## config.mk

```make
export PLATFORM = sky130hd
export DESIGN_NAME = mdsf_status
export DESIGN_NICKNAME = d
export VERILOG_FILES = /design/src/mdsf_pkg.sv /design/src/mdsf_short_if.sv /design/src/mdsf_short_latch.sv /design/src/mdsf_status.sv
export SDC_FILE = /design/constraint.sdc
export NUM_CORES = 1
export LEC_CHECK = 0
export BUFFER_PORTS_ARGS = -buffer_cell sky130_fd_sc_hd__buf_2
export CAP_MARGIN = 20
export CORE_ASPECT_RATIO = 1.4
export CORE_MARGIN = 5
export CORE_UTILIZATION = 35
export DETAILED_ROUTE_END_ITERATION = 8
export HOLD_SLACK_MARGIN = 0.1
export SETUP_SLACK_MARGIN = 0.4
export SLEW_MARGIN = 10
export SYNTH_ARGS = -nofsm -noshare
export SYNTH_HDL_FRONTEND = slang
export SYNTH_HIERARCHICAL = 1
export SYNTH_SLANG_ARGS = --single-unit
```

## constraint.sdc

```tcl
create_clock -name clk_sys -period 3.1 [get_ports clk_sys]
set_input_delay 0.155 -clock clk_sys [delete_from_list [all_inputs] [get_ports clk_sys]]
set_output_delay 0.155 -clock clk_sys [all_outputs]
set_load 0.01 [all_outputs]
```

## src/mdsf_pkg.sv

```systemverilog
// package: status word layout, offset and timing constants for the driver status block
package mdsf_pkg;
  localparam logic [6:0] MDSF_STATUS_ADDR = 7'h6F;
  localparam int MDSF_STST_BIT = 31;
  localparam int MDSF_CHOP_BIT = 30;
  localparam int MDSF_CS_HI = 20;
  localparam int MDSF_CS_LO = 16;
  localparam int MDSF_TEMP_CMP_HIGHEST_BIT = 11;
  localparam int MDSF_TEMP_CMP_HIGH_BIT = 10;
  localparam int MDSF_TEMP_CMP_MID_BIT = 9;
  localparam int MDSF_TEMP_CMP_LOW_BIT = 8;
  localparam int MDSF_OLB_BIT = 7;
  localparam int MDSF_OLA_BIT = 6;
  localparam int MDSF_LSB_BIT = 5;
  localparam int MDSF_LSA_BIT = 4;
  localparam int MDSF_GSB_BIT = 3;
  localparam int MDSF_GSA_BIT = 2;
  localparam int MDSF_OT_BIT = 1;
  localparam int MDSF_OTPW_BIT = 0;
  localparam int MDSF_STST_CYCLES = 1048576;
  localparam logic [31:0] MDSF_STATUS_RESET = 32'h0000_0000;
  localparam logic [4:0] MDSF_OFF_TIME_OFF = 5'h0;
  typedef enum logic [1:0] {
    MDSF_TH_RUN = 2'b00,
    MDSF_TH_SHUT = 2'b01,
    MDSF_TH_COOL = 2'b10
  } mdsf_therm_t;
endpackage

```

## src/mdsf_short_if.sv

```systemverilog
// interface: short detections and per-mode latched flags
`timescale 1ns/1ps
interface mdsf_short_if;
  logic [3:0] detect;
  logic chop_quiet;
  logic clear;
  logic [3:0] flags;
  modport owner (input detect, input chop_quiet, input clear, output flags);
  modport user (output detect, output chop_quiet, output clear, input flags);
endinterface

```

## src/mdsf_short_latch.sv

```systemverilog
// short flag latches, one set per chopper mode
`timescale 1ns/1ps
module mdsf_short_latch
  import mdsf_pkg::*;
(
  input wire logic clk_sys,
  input wire logic rstn,
  mdsf_short_if.owner sif
);
  logic [3:0] quiet_q;
  logic [3:0] curr_q;

  always_ff @(posedge clk_sys or negedge rstn) begin
    if (!rstn) begin
      quiet_q <= 4'h0;
    end else if (sif.clear) begin
      quiet_q <= 4'h0;
    end else if (sif.chop_quiet) begin
      quiet_q <= quiet_q | sif.detect;
    end
  end

  always_ff @(posedge clk_sys or negedge rstn) begin
    if (!rstn) begin
      curr_q <= 4'h0;
    end else if (sif.clear) begin
      curr_q <= 4'h0;
    end else if (!sif.chop_quiet) begin
      curr_q <= curr_q | sif.detect;
    end
  end

  assign sif.flags = sif.chop_quiet ? quiet_q : curr_q;

  latch_hold_a: assert property (@(posedge clk_sys) disable iff (!rstn)
    (quiet_q[0] && !sif.clear) |=> quiet_q[0])
    else $error("quiet short flag dropped without clear");
  latch_clear_a: assert property (@(posedge clk_sys) disable iff (!rstn)
    sif.clear |=> (quiet_q == 4'h0 && curr_q == 4'h0))
    else $error("short flags not cleared");
endmodule

```

## src/mdsf_status.sv

```systemverilog
// top: driver status word with standstill timer, short latches and thermal shutdown
// Notes on behaviour
// - standstill bit after 2^20 clocks without step
// - bit 30 shows quiet voltage chopper active
// - applied current scale in bits 20:16
// - temperature comparators in bits 11 to 8
// - open load flags bits 7,6, no action
// - low-side short sets bit 5/4, disables bridge
// - ground short sets bit 3/2, disables bridge
// - short flags held until off-time zero or enable_input_n high
// - separate short flag sets per chopper mode
// - overtemp bit 1, bridges off until prewarn clears
// - prewarning bit 0 while threshold exceeded
// - one shared overtemp and prewarning flag
`timescale 1ns/1ps
module mdsf_status
  import mdsf_pkg::*;
#(
  parameter int STST_CYCLES = MDSF_STST_CYCLES
)(
  input wire logic clk_sys,
  input wire logic rstn,
  input wire logic step_pulse,
  input wire logic chop_quiet,
  input wire logic [4:0] current_scale,
  input wire logic [3:0] temp_cmp,
  input wire logic [1:0] open_load,
  input wire logic [1:0] lowside_short,
  input wire logic [1:0] ground_short,
  input wire logic overtemp_limit,
  input wire logic prewarn_limit,
  input wire logic [4:0] chopper_off_time,
  input wire logic enable_input_n,
  input wire logic rd_en,
  input wire logic [6:0] rd_addr,
  output logic [31:0] rd_data,
  output logic bridge_enable,
  output logic [31:0] driver_status_word
);
  localparam int CW = $clog2(STST_CYCLES + 1);

  logic [CW-1:0] idle_cnt_q;
  logic stst_q;
  logic chop_q;
  logic [4:0] cs_q;
  logic [3:0] temp_q;
  logic [1:0] ol_q;
  logic ot_q;
  logic otpw_q;
  mdsf_therm_t therm_q;
  logic [31:0] word_d;
  logic drv_off;

  mdsf_short_if sif();

  assign drv_off = (chopper_off_time == MDSF_OFF_TIME_OFF) || enable_input_n;
  assign sif.detect = {lowside_short[1], lowside_short[0], ground_short[1], ground_short[0]};
  assign sif.chop_quiet = chop_quiet;
  assign sif.clear = drv_off;

  mdsf_short_latch u_short (
    .clk_sys(clk_sys),
    .rstn(rstn),
    .sif(sif)
  );

  // standstill timer
  always_ff @(posedge clk_sys or negedge rstn) begin
    if (!rstn) begin
      idle_cnt_q <= '0;
      stst_q <= 1'b0;
    end else if (step_pulse) begin
      idle_cnt_q <= '0;
      stst_q <= 1'b0;
    end else if (idle_cnt_q == CW'(STST_CYCLES - 1)) begin
      stst_q <= 1'b1;
    end else begin
      idle_cnt_q <= idle_cnt_q + CW'(1);
    end
  end

  // live indicators
  always_ff @(posedge clk_sys or negedge rstn) begin
    if (!rstn) begin
      chop_q <= 1'b0;
      cs_q <= 5'h0;
      temp_q <= 4'h0;
      ol_q <= 2'h0;
      otpw_q <= 1'b0;
    end else begin
      chop_q <= chop_quiet;
      cs_q <= current_scale;
      temp_q <= temp_cmp;
      ol_q <= open_load;
      otpw_q <= prewarn_limit;
    end
  end

  // thermal shutdown, one shared state for both bridges
  always_ff @(posedge clk_sys or negedge rstn) begin
    if (!rstn) begin
      therm_q <= MDSF_TH_RUN;
      ot_q <= 1'b0;
    end else begin
      ot_q <= overtemp_limit;
      case (therm_q)
        MDSF_TH_RUN: begin
          if (overtemp_limit) begin
            therm_q <= MDSF_TH_SHUT;
          end
        end
        MDSF_TH_SHUT: begin
          if (!overtemp_limit) begin
            therm_q <= MDSF_TH_COOL;
          end
        end
        MDSF_TH_COOL: begin
          if (overtemp_limit) begin
            therm_q <= MDSF_TH_SHUT;
          end else if (!prewarn_limit) begin
            therm_q <= MDSF_TH_RUN;
          end
        end
        default: begin
          therm_q <= MDSF_TH_RUN;
        end
      endcase
    end
  end

  // bridge off on a latched short of the active chopper mode or thermal shutdown; open load has no effect
  assign bridge_enable = !drv_off && (sif.flags == 4'h0) && (therm_q == MDSF_TH_RUN);

  always_comb begin
    word_d = MDSF_STATUS_RESET;
    word_d[MDSF_STST_BIT] = stst_q;
    word_d[MDSF_CHOP_BIT] = chop_q;
    word_d[MDSF_CS_HI:MDSF_CS_LO] = cs_q;
    word_d[MDSF_TEMP_CMP_HIGHEST_BIT] = temp_q[3];
    word_d[MDSF_TEMP_CMP_HIGH_BIT] = temp_q[2];
    word_d[MDSF_TEMP_CMP_MID_BIT] = temp_q[1];
    word_d[MDSF_TEMP_CMP_LOW_BIT] = temp_q[0];
    word_d[MDSF_OLB_BIT] = ol_q[1];
    word_d[MDSF_OLA_BIT] = ol_q[0];
    word_d[MDSF_LSB_BIT] = sif.flags[3];
    word_d[MDSF_LSA_BIT] = sif.flags[2];
    word_d[MDSF_GSB_BIT] = sif.flags[1];
    word_d[MDSF_GSA_BIT] = sif.flags[0];
    word_d[MDSF_OT_BIT] = ot_q;
    word_d[MDSF_OTPW_BIT] = otpw_q;
  end

  always_ff @(posedge clk_sys or negedge rstn) begin
    if (!rstn) begin
      driver_status_word <= MDSF_STATUS_RESET;
      rd_data <= MDSF_STATUS_RESET;
    end else begin
      driver_status_word <= word_d;
      if (rd_en) begin
        rd_data <= (rd_addr == MDSF_STATUS_ADDR) ? word_d : 32'h0000_0000;
      end
    end
  end

  stst_timer_a: assert property (@(posedge clk_sys) disable iff (!rstn)
    step_pulse |=> !stst_q)
    else $error("standstill set right after step");
  stst_count_a: assert property (@(posedge clk_sys) disable iff (!rstn)
    (stst_q && !$past(stst_q)) |-> idle_cnt_q == CW'(STST_CYCLES - 1))
    else $error("standstill set at wrong count");
  chop_bit_a: assert property (@(posedge clk_sys) disable iff (!rstn)
    chop_quiet |=> ##1 driver_status_word[MDSF_CHOP_BIT] || !$past(chop_q))
    else $error("chopper bit wrong");
  cs_field_a: assert property (@(posedge clk_sys) disable iff (!rstn)
    1'b1 |=> ##1 driver_status_word[MDSF_CS_HI:MDSF_CS_LO] == $past(current_scale, 2))
    else $error("current scale field wrong");
  temp_bits_a: assert property (@(posedge clk_sys) disable iff (!rstn)
    1'b1 |=> ##1 driver_status_word[MDSF_TEMP_CMP_HIGHEST_BIT:MDSF_TEMP_CMP_LOW_BIT] == $past(temp_cmp, 2))
    else $error("temperature bits wrong");
  open_load_a: assert property (@(posedge clk_sys) disable iff (!rstn)
    (open_load != 2'h0 && !drv_off && sif.flags == 4'h0 && therm_q == MDSF_TH_RUN)
      |-> bridge_enable)
    else $error("open load disabled bridge");
  short_off_a: assert property (@(posedge clk_sys) disable iff (!rstn)
    (lowside_short != 2'h0 && !drv_off) |=> !bridge_enable)
    else $error("lowside short left bridge on");
  gnd_short_a: assert property (@(posedge clk_sys) disable iff (!rstn)
    (ground_short[1] && !drv_off) |=> ##1 driver_status_word[MDSF_GSB_BIT])
    else $error("ground short flag missing");
  therm_hold_a: assert property (@(posedge clk_sys) disable iff (!rstn)
    (therm_q == MDSF_TH_COOL && prewarn_limit) |-> !bridge_enable)
    else $error("bridge on before prewarn cleared");
  prewarn_bit_a: assert property (@(posedge clk_sys) disable iff (!rstn)
    prewarn_limit |=> ##1 driver_status_word[MDSF_OTPW_BIT])
    else $error("prewarning bit missing");
  reserved_a: assert property (@(posedge clk_sys) disable iff (!rstn)
    driver_status_word[29:21] == 9'h0 && driver_status_word[15:12] == 4'h0)
    else $error("reserved bits nonzero");

  // standstill checks
  stst_clear_a: assert property (@(posedge clk_sys) disable iff (!rstn)
    step_pulse |=> ##1 !driver_status_word[MDSF_STST_BIT])
    else $error("standstill bit not cleared by step");
  stst_bit_a: assert property (@(posedge clk_sys) disable iff (!rstn)
    stst_q |=> driver_status_word[MDSF_STST_BIT])
    else $error("standstill bit missing in word");
  stst_hold_a: assert property (@(posedge clk_sys) disable iff (!rstn)
    (stst_q && !step_pulse) |=> stst_q)
    else $error("standstill dropped without step");
  idle_count_a: assert property (@(posedge clk_sys) disable iff (!rstn)
    (!step_pulse && !stst_q) |=> (stst_q || idle_cnt_q == $past(idle_cnt_q) + CW'(1)))
    else $error("idle counter did not advance");
  step_zero_a: assert property (@(posedge clk_sys) disable iff (!rstn)
    step_pulse |=> idle_cnt_q == '0)
    else $error("idle counter not restarted by step");

  // live field checks
  chop_low_a: assert property (@(posedge clk_sys) disable iff (!rstn)
    !chop_quiet |=> ##1 !driver_status_word[MDSF_CHOP_BIT])
    else $error("chopper bit set for current chopper");
  ol_field_a: assert property (@(posedge clk_sys) disable iff (!rstn)
    1'b1 |=> ##1 driver_status_word[MDSF_OLB_BIT:MDSF_OLA_BIT] == $past(open_load, 2))
    else $error("open load bits wrong");
  ot_bit_a: assert property (@(posedge clk_sys) disable iff (!rstn)
    1'b1 |=> ##1 driver_status_word[MDSF_OT_BIT] == $past(overtemp_limit, 2))
    else $error("overtemperature bit wrong");
  prewarn_low_a: assert property (@(posedge clk_sys) disable iff (!rstn)
    !prewarn_limit |=> ##1 !driver_status_word[MDSF_OTPW_BIT])
    else $error("prewarning bit set without threshold");

  // thermal checks
  shut_entry_a: assert property (@(posedge clk_sys) disable iff (!rstn)
    (therm_q == MDSF_TH_RUN && overtemp_limit) |=> therm_q == MDSF_TH_SHUT)
    else $error("overtemp did not enter shutdown");
  shut_bridge_a: assert property (@(posedge clk_sys) disable iff (!rstn)
    therm_q == MDSF_TH_SHUT |-> !bridge_enable)
    else $error("bridge on during shutdown");
  shut_stay_a: assert property (@(posedge clk_sys) disable iff (!rstn)
    (therm_q == MDSF_TH_SHUT && overtemp_limit) |=> therm_q == MDSF_TH_SHUT)
    else $error("shutdown left while overtemp");
  cool_exit_a: assert property (@(posedge clk_sys) disable iff (!rstn)
    (therm_q == MDSF_TH_COOL && !overtemp_limit && !prewarn_limit) |=> therm_q == MDSF_TH_RUN)
    else $error("bridges not released after cooling");
  cool_wait_a: assert property (@(posedge clk_sys) disable iff (!rstn)
    (therm_q == MDSF_TH_COOL && !overtemp_limit && prewarn_limit) |=> therm_q == MDSF_TH_COOL)
    else $error("cooling left while prewarn high");
  therm_legal_a: assert property (@(posedge clk_sys) disable iff (!rstn)
    therm_q == MDSF_TH_RUN || therm_q == MDSF_TH_SHUT || therm_q == MDSF_TH_COOL)
    else $error("thermal state illegal");

  // short checks
  off_bridge_a: assert property (@(posedge clk_sys) disable iff (!rstn)
    drv_off |-> !bridge_enable)
    else $error("bridge on while driver off");
  off_clear_a: assert property (@(posedge clk_sys) disable iff (!rstn)
    drv_off |=> sif.flags == 4'h0)
    else $error("short flags kept while driver off");
  gnd_phase_a: assert property (@(posedge clk_sys) disable iff (!rstn)
    (ground_short[0] && !drv_off && !chop_quiet) ##1 !chop_quiet
      |=> driver_status_word[MDSF_GSA_BIT])
    else $error("ground short phase a flag missing");
  lowside_flag_a: assert property (@(posedge clk_sys) disable iff (!rstn)
    (lowside_short[1] && !drv_off && !chop_quiet) ##1 !chop_quiet
      |=> driver_status_word[MDSF_LSB_BIT])
    else $error("lowside short phase b flag missing");
  quiet_short_a: assert property (@(posedge clk_sys) disable iff (!rstn)
    (lowside_short[0] && !drv_off && chop_quiet) ##1 chop_quiet
      |=> driver_status_word[MDSF_LSA_BIT])
    else $error("quiet mode short flag missing");
  quiet_keep_a: assert property (@(posedge clk_sys) disable iff (!rstn)
    (!chop_quiet && !drv_off) |=> $stable(u_short.quiet_q))
    else $error("quiet flags changed in current mode");
  curr_keep_a: assert property (@(posedge clk_sys) disable iff (!rstn)
    (chop_quiet && !drv_off) |=> $stable(u_short.curr_q))
    else $error("current flags changed in quiet mode");
  short_bridge_a: assert property (@(posedge clk_sys) disable iff (!rstn)
    (ground_short != 2'h0 && !drv_off) ##1 ($stable(chop_quiet) && !drv_off)
      |-> !bridge_enable)
    else $error("ground short left bridge on");
  run_bridge_a: assert property (@(posedge clk_sys) disable iff (!rstn)
    (therm_q == MDSF_TH_RUN && !drv_off && sif.flags == 4'h0) |-> bridge_enable)
    else $error("bridge off without cause");

  // read port checks
  rd_map_a: assert property (@(posedge clk_sys) disable iff (!rstn)
    (rd_en && rd_addr != MDSF_STATUS_ADDR) |=> rd_data == 32'h0000_0000)
    else $error("unmapped read not zero");
  rd_word_a: assert property (@(posedge clk_sys) disable iff (!rstn)
    (rd_en && rd_addr == MDSF_STATUS_ADDR) |=> rd_data == $past(word_d))
    else $error("status read data wrong");
  rd_hold_a: assert property (@(posedge clk_sys) disable iff (!rstn)
    !rd_en |=> $stable(rd_data))
    else $error("read data changed without read");

  rd_status_c: cover property (@(posedge clk_sys) disable iff (!rstn)
    rd_en && rd_addr == MDSF_STATUS_ADDR && stst_q);
  stst_seen_c: cover property (@(posedge clk_sys) disable iff (!rstn) $rose(stst_q));
  therm_cycle_c: cover property (@(posedge clk_sys) disable iff (!rstn)
    therm_q == MDSF_TH_COOL ##1 therm_q == MDSF_TH_RUN);
  short_clear_c: cover property (@(posedge clk_sys) disable iff (!rstn)
    sif.flags != 4'h0 ##1 sif.clear);
endmodule

```

==> results, run 1 <==
- In this run the tightest slew margin relative to its limit is 39.9%.
- The core outline area is ~0.0098 sq mm.
- The run finished with clean final reports.
- The startpoint-to-endpoint class of the critical path is flip-flop to flip-flop.
- Of all flip-flops after synthesis, the portion carrying an async set or reset was 100%.
- STA classifies the critical path endpoint as a flip-flop.
- Of the total power, registers draw approximately 47%.
- Measured along the x axis, the die boundary spans approximately 94 microns.
- The number of warnings printed during yosys synthesis is 6.
- The number of buffers inserted by port buffering is 73.
- The largest single stage delay on the critical path is around 690 ps.
- The clock passes through at most 2 buffers.
- The final route contains roughly 2500 vias.
- The number of hold violations in the final report is 0.
- The peak supply drop is ~410 uV.
- The initial antenna violation count came to 0.
- Cells fill ~45% of the core in the end.
- The synthesis-stage register bit count is 84.
- The signal on the critical path passes through ha_1 > nand4_1 > or4_1 > o2111ai_1 > mux2_1.
- The average instance area after synthesis is between 10 and 15 sq um.
- For this run, the detailed router's first-pass iteration total came to 4.
- The area fraction of the dominant cell type after synthesis is between 60% and 70%.
- The number of setup violations in the final report is 0.
- The library cell used as clock root buffer is clkbuf_16.
- Buffers inserted during clock tree synthesis total 9.
- The internal power of the cells totals 0.00192 W.
- Yosys mapped a number of flops with a built-in enable equal to 0.
- The clock period minus worst slack is approximately 2300 ps.
- After detailed routing, the average wire length per cell comes to roughly 13 microns.
- The number of global-route vias before repair is around 2500.
- During I/O placement, the number of pins put on the boundary was 100.
- The part of the power in the clock network is between 40 and 50%.
- Setup repair after global routing left no endpoint under its margin.
- Ranked by total cell area, the synthesized netlist is headed by dfrtp_1 (61%), buf_4 (5.6%), o21ai_0 (3.8%), nand2_1 (3.5%), inv_1 (2.8%).
- The analysis attributes to net switching a power of around 0.00051 W.
- Total power for the finished layout comes to roughly 0.0024 W.
- The starting density of the core is 35.4%.
- For this run, design rule violations remaining after detail routing come to 0.
- In this run the worst hold path is classified as input port to asynchronous set/reset pin.
- The clock tree from TritonCTS is done.
- The data arrival time of the critical path is about 2500 ps.
- Based on the critical path, the design can be clocked at up to between 400 and 500 MHz.
- Dividing the detail-routed via count by the number of cells gives approximately 4.6.
- The slew at the pin closest to its max-slew limit is 894 ps.
- The most used flip-flop cell after synthesis is dfrtp_1.
- The wire length of the first global-routing pass is about 12000 microns.
- The tool flagged a number of max-cap violations equal to 0.
- The H-tree was split into 3 levels.
- Summed over all nets, the half-perimeter wirelength after detailed placement is approximately 5000 microns.
- Of the available clock period, the critical path in the final layout requires around 74%.
- The placer's final routability congestion estimate is 0.777.
- Combinational logic is responsible for approximately 6.3% of the overall power.
- In this run the worst path has a maximum fanout of 6.
- The number of max-slew violations in the final report came to 0.
- The total negative setup slack is 0 ps.
- The internal reg-to-reg setup slack is ~810 ps.
- The total global routing overflow is 0.
- The number of core rows is 43.
- The cell leakage power is roughly 2.1 nW.
- After synthesis, the netlist uses 43 different library cells.
- The die span in y is 128 microns.
- The switching share of power is 21.0%.
- The area growth from synthesis to layout is 27.0%.
- The number of design-rule violations left by the first detailed-router iteration is ~140.
- The top cell type by total area after synthesis is dfrtp_1.
- After clock tree synthesis, the clock-pin slew on the worst setup and hold paths is roughly 60 ps.
- The total routing resource utilization after global routing is approximately 13%.
- The largest individual stage delay along the critical path comes from the cell or4_1.
- The areal power density over the cells is 552 mW/mm^2.
- The count of nets left with antenna violations once routing finished came out at 0.
- Entering global routing, the biggest net connects 85 pins.
- In the synthesized netlist, the number of instances is roughly 320.
- Summing the sequential cell areas from Yosys gives 60.7% of the chip area.
- The number of antenna diodes in the final layout is 0.
- STA classifies the critical path startpoint as a flip-flop.
- For the final database, setup skew stands at 4.36 ps.
- After filler insertion, the fill cell instance count of the layout stands at just under 1000.
- The final-stage net count is 452.
- The combined area of all synthesized cells is 0.00346 sq mm.
- The clock net in this run drives a total of between 80 and 90 sinks.
- For the worst-skew pair, the clock arrives at the later sink with an insertion delay of roughly 330 ps.
- The overall die area is between 0.01 and 0.015 sq mm.
- The total length of routed wires is slightly above 7000 microns.
- The share of cells above drive strength 1 is approximately a quarter.
- For the worst setup path, the data required time is 3310 ps.
==> flip-flops by register name, indices dropped and copies added, names as in the netlist <==
register	count
idle_cnt_q	21
driver_status_word	19
rd_data	19
cs_q	5
temp_q	4
u_short/curr_q	4
u_short/quiet_q	4
ol_q	2
therm_q	2
chop_q	1
ot_q	1
otpw_q	1
stst_q	1
==> power groups by stage <==
stage / logic (W) / registers (W) / clock network (W)
2_1_floorplan: 0.0000783 / 0.00117 / 0
3_3_place_gp: 0.000129 / 0.00117 / 0
3_5_place_dp: 0.000130 / 0.00117 / 0
4_1_cts: 0.000150 / 0.00115 / 0.00115
5_1_grt: 0.000172 / 0.00115 / 0.00120
6_report: 0.000152 / 0.00115 / 0.00112
==> metal layers <==
| layer | global-route usage (%) | part of all wire [%] |
|---|---|---|
| met1 | 16.3 | 42 |
| met2 | 20.1 | 49 |
| met3 | 3.35 | 6.7 |
| met4 | 5.53 | 1.8 |
| met5 | 0 | 0 |
==> stage by stage <==
step | cell area (sq um) | setup WS [ps] | hold slack [ps] | std cells
after floorplan | 3560 | 1050 | -141 | 347
final | 4400 | 809 | 238 | 555
after CTS | 4370 | 806 | 280 | 554
after global routing | 4400 | 694 | 264 | 555
after global placement | 3860 | 907 | 264 | 520
after detailed placement | 3860 | 839 | 265 | 520
==> synth_stat cells, types with 2 or more instances <==
cell type,count
dfrtp_1,84
nand2_1,32
buf_4,26
inv_1,26
o21ai_0,26
nor2_1,17
a21oi_1,16
clkbuf_1,8
mux2_2,7
nor2b_1,7
nand2b_1,6
a211oi_1,5
nand3_1,5
nand4_1,5
nor3_1,5
nor4_1,5
or4_1,5
a2111oi_0,2
a21boi_0,2
a21oi_2,2
and3_1,2
buf_2,2
nor2_2,2
o311ai_0,2
o31ai_1,2
o41ai_1,2
or2_2,2
or3_1,2
==> worst paths after layout <==
check                                              endpoint  cells after the start                       from
setup / recovery                  idle_cnt_q[4]$_DFFE_PN0P_                      5  idle_cnt_q[0]$_DFFE_PN0P_
hold / removal                   idle_cnt_q[16]$_DFFE_PN0P_                      2                       rstn
setup reg to reg                  idle_cnt_q[4]$_DFFE_PN0P_                      5  idle_cnt_q[0]$_DFFE_PN0P_
hold reg to reg            driver_status_word[10]$_DFF_PN0_                      0        temp_q[2]$_DFF_PN0_
max in group asynchronous                 cs_q[0]$_DFF_PN0_                      3                       rstn
min in group clk_sys                rd_data[10]$_DFFE_PN0P_                      2                      rd_en
==> placed cells by master, fill, tap and decap left out, types with 9 or more instances in the layout <==
cell type	instances
dfrtp_1	84
buf_2	72
nand2_1	32
inv_1	26
o21ai_0	26
conb_1	26
dlygate4sd3_1	19
nor2_1	17
a21oi_1	16
clkbuf_16	9
==> logic make-up after synthesis <==
family                     Yosys count  synth area share (%)
buffers and inverters               63                  9.94
and+or+nand+nor                    100                  14.8
other                                1                 0.108
AOI/OAI and AO/OA                   65                  11.5
adders and majority gates            1                 0.361
DFF                                 84                  60.7
muxes                                8                  2.60
==> cell type report <==
cell class / count / area (sq um) / area share, %
Multi-Input combinational cell: 200 / 1110 / 25.2
Clock inverter: 4 / 73.8 / 1.68
Inverter: 26 / 97.6 / 2.22
Sequential cell: 84 / 2100 / 47.8
Clock buffer: 11 / 243 / 5.52
Timing Repair Buffer: 95 / 601 / 13.7
Tap cell: 135 / 169 / 3.84
==> worst max-delay path: cells and delay by family, from the launching register on <==
kind | cells | cell delay [ps]
AO/OA/AOI/OAI | 1 | 250
multiplexers | 1 | 340
flip-flops | 1 | 400
AND/OR/NAND/NOR | 2 | 920
adder cells (fa/ha/maj) | 1 | 260
==> repair_timing <==
item | CTS | global route
resized for setup | 0 | 0
endpoints found under the hold margin | 106 | 0
setup buffers | 0 | 0
hold buffers | 19 | 0
Note: power is estimated with default switching activity, not from simulation.
==> run 2: changes to the inputs <==
--- a/config.mk
+++ b/config.mk
@@ -5,6 +5,7 @@
 export SDC_FILE = /design/constraint.sdc
 export NUM_CORES = 1
 export LEC_CHECK = 0
+export ABC_AREA = 1
 export BUFFER_PORTS_ARGS = -buffer_cell sky130_fd_sc_hd__buf_2
 export CAP_MARGIN = 20
 export CORE_ASPECT_RATIO = 1.4
==> constraint.sdc (replaced) <==
create_clock -name clk_sys -period 2.05 [get_ports clk_sys]
set_input_delay 0.1025 -clock clk_sys [delete_from_list [all_inputs] [get_ports clk_sys]]
set_output_delay 0.1025 -clock clk_sys [all_outputs]
set_load 0.01 [all_outputs]
==> run 2 against run 1 <==
- via count up 11%
- sequential share of layout area down 1.1 points
- die area up 2.8%
- highest routed layer unchanged
- sequential power up 51%
- utilization up 0.35 points
- setup slack worse by 270 ps
==> results, run 2 <==
- The number of violations of the max-capacitance limit is 0.
- Dividing the detail-routed via count by the number of cells gives approximately 4.6.
- The tightest slew margin relative to the limit is a little over half.
- For the worst setup path, the data arrival time is ~1400 ps.
- The boundary pin count is 100.
- STA classifies the critical path startpoint as a flip-flop.
- The area growth from synthesis to layout is 26.1%.
- The initial antenna violation count is 0.
- IR analysis of the VDD net gives a maximum drop of slightly below 500 uV.
- The clock buffer count from CTS is 9.
- TritonCTS built the clock tree.
- In the finished design, the share of the clock period the worst path needs comes to between 70% and 80%.
- Detailed placement finished with a half-perimeter wire length of around 6000 microns.
- The per-cell routed wire length is around 14 microns.
- The area fraction of the dominant cell type after synthesis is 58.9%.
- In this run the worst path has a maximum fanout of 3.
- The most common library cell in the layout ignoring fill and taps is nand2_1.
- The largest net degree at the start of global routing is 46.
- For this run, the number of Yosys warnings is 6.
- Setup repair after global routing left no endpoint under its margin.
- The number of core rows is 43.
- The clock period minus worst slack is 1510 ps.
- The largest total area in the synthesized netlist belongs to dfrtp_1.
- Sorting the synthesized cells by how often they occur yields nand2_1 (110), dfrtp_1 (84), nor2_1 (28).
- The area taken by multi-input logic gates is 0.00124 sq mm.
- The clock passes through at most 2 buffers.
- Counting every sink on the clock net gives 84.
- Setup violations remaining at the end of the flow were counted as 0.
- The areal power density over the cells is approximately 800 mW/mm^2.
- Across the whole layout, storage elements account for about 0.0021 sq mm.
- The total global routing overflow is 0.
- The slew at the pin closest to its max-slew limit is just under 700 ps.
- The starting density of the core is 35.9%.
- The register with the most flip-flops is idle_cnt_q.
- Counting the fill cells in the layout gives about 970.
- The total number of vias is around 2800.
- The startpoint-to-endpoint class of the critical path is flip-flop to primary output.
- The net count of the finished layout is just over 500.
- Timing would allow up to 661 MHz.
- Setup slack on the critical path of the routed design comes to roughly 540 ps.
- Sequential elements use 58.9% of the synthesized area.
- The total negative setup slack is 0 ps.
- nand2_1 is the most common cell in the netlist.
- The core outline area is 0.00995 sq mm.
- The flip-flop count of the largest register, all copies and words added is 21.
- The maximum clock skew at final layout is ~5.7 ps.
- The H-tree depth is 3.
- The required time reported for the critical path endpoint is between 1500 and 2000 ps.
- The remaining design rule violation count is 0.
- For this run, the share of the core covered by cells in the final layout is 45.2%.
- Before CTS, the worst setup slack after placement is a little over 300 ps.
- Yosys mapped a number of flops with a built-in enable equal to 0.
- The overall die area is between 0.01 and 0.015 sq mm.
- Ranked by total cell area, the synthesized netlist is headed by dfrtp_1 (59%), nand2_1 (12%), buf_4 (5.5%), nand3_1 (3.6%), o21ai_0 (3.2%).
- In this run, synthesis produced a sequential element count of 84.
- The number of global-route vias before repair is around 2800.
- The post-synthesis cell type count is 28.
- In this run the horizontal extent of the chip is roughly 95 microns.
- The repair_antennas step left the layout with diodes totalling 0.
- In this run the static leakage power is between 2 and 2.5 nW.
- The gate count after technology mapping is approximately 380.
- The number of hold violations in the final report is 0.
- The number of max-slew violations in the final report is 0.
- The combined area of all synthesized cells is ~0.0036 sq mm.
- In this run the mean area of a mapped cell was approximately 9.4 sq um.
- The worst min-delay path class is input port to flip-flop.
- The flow ran to the end, and the final reports show no timing, DRC or antenna violations.
- The first global-routing pass estimated between 10000 and 15000 microns of wire.
- The post-synthesis async set-or-reset flop share is 100%.
- Routability-driven placement finished with a final weighted congestion of roughly 0.87.
- The die span in y is between 100 and 150 microns.
- The first routing iteration left between 100 and 150 violations.
- In the layout the commonest cells are nand2_1 (110), dfrtp_1 (83), buf_2 (72).
- STA classifies the critical path endpoint as a primary output.
- The largest registers in the layout are idle_cnt_q x21, driver_status_word x19, rd_data x19.
- The clock network latency to the later pin of the worst-skew pair is around 320 ps.
- The number of buffers inserted by port buffering is 73.
- For this run, the leading register cell type out of synthesis is dfrtp_1.
- The total length of routed wires is approximately 8300 microns.
- Clock tree synthesis selected as its root buffer the cell clkbuf_16.
- In this run the remaining antenna-violating nets after routing total 0.
- Global routing consumed, over all layers together, between 10 and 15% of the routing resources.
- The share of cells above drive strength 1 is 23.5%.
- Clock-pin slew was measured on the worst setup and hold paths at around 60 ps.
- The number of iterations in the first detailed-routing pass is 4.
## run 2: kinds of logic after synthesis
kind of cell | after synthesis | share of synthesized area [%]
AO/OA/AOI/OAI | 45 | 7.43
adder cells (fa/ha/maj) | 1 | 0.350
buffers and inverters | 60 | 9.81
flip-flops | 84 | 58.9
other | 1 | 0.105
AND/OR/NAND/NOR | 190 | 23.4
## run 2: critical path: stages (launching register included)
cell	delay (ps)
dfrtp_1	380
nand2_1	60
o21ai_1	110
nor2_1	150
nand2_1	80
nor4_2	130
buf_2	170
## run 2: metal layers
metal	share of wire, %	GRT usage, %	routed length, microns
met1	39	16.3	3270
met2	53	24.2	4430
met3	5.2	3.43	429
met4	2.4	6.46	200
met5	0	0	0
## run 2: timing repair
action	CTS	global route
hold buffers	20	0
hold endpoints to repair	69	0
endpoints found under the setup margin	16	18
setup buffers	0	1
gates resized for setup	6	4
pin swaps	1	3
## run 2: report_power, final
group          switching (W)  internal, W  total (W)
Clock               0.000589     0.000956    0.00154
Sequential         0.0000289      0.00171    0.00174
Combinational       0.000157     0.000100   0.000257
Total               0.000775      0.00277    0.00354
## run 2: layout make-up
class / count / share of cell area (%)
Clock buffer: 11 / 5.39
Clock inverter: 2 / 0.834
Inverter: 22 / 1.83
Multi-Input combinational cell: 262 / 27.6
Sequential cell: 84 / 46.7
Tap cell: 135 / 3.75
Timing Repair Buffer: 99 / 13.9
## run 2: worst paths after layout
check	start	end	slack, ps	depth (start not counted)
max in group asynchronous	rstn	idle_cnt_q[8]$_DFFE_PN0P_	1090	3
max reg2reg	idle_cnt_q[0]$_DFFE_PN0P_	idle_cnt_q[0]$_DFFE_PN0P_	540	8
min reg2reg	ol_q[1]$_DFF_PN0_	driver_status_word[7]$_DFF_PN0_	370	0
max	u_short/quiet_q[0]$_DFFE_PN0P_	bridge_enable	540	6
min	chop_quiet	u_short/quiet_q[3]$_DFFE_PN0P_	180	3
min in group asynchronous	rstn	driver_status_word[31]$_DFF_PN0_	340	2
## run 2: per-stage QoR
stage | total power, W | instance area (sq um) | hold slack [ps] | instances
floorplan | 0.00191 | 3660 | -193 | 406
global placement | 0.00199 | 3980 | 139 | 581
detailed placement | 0.00199 | 3980 | 148 | 581
CTS | 0.00358 | 4480 | 159 | 614
global route | 0.00369 | 4500 | 189 | 615
finish | 0.00354 | 4500 | 177 | 615
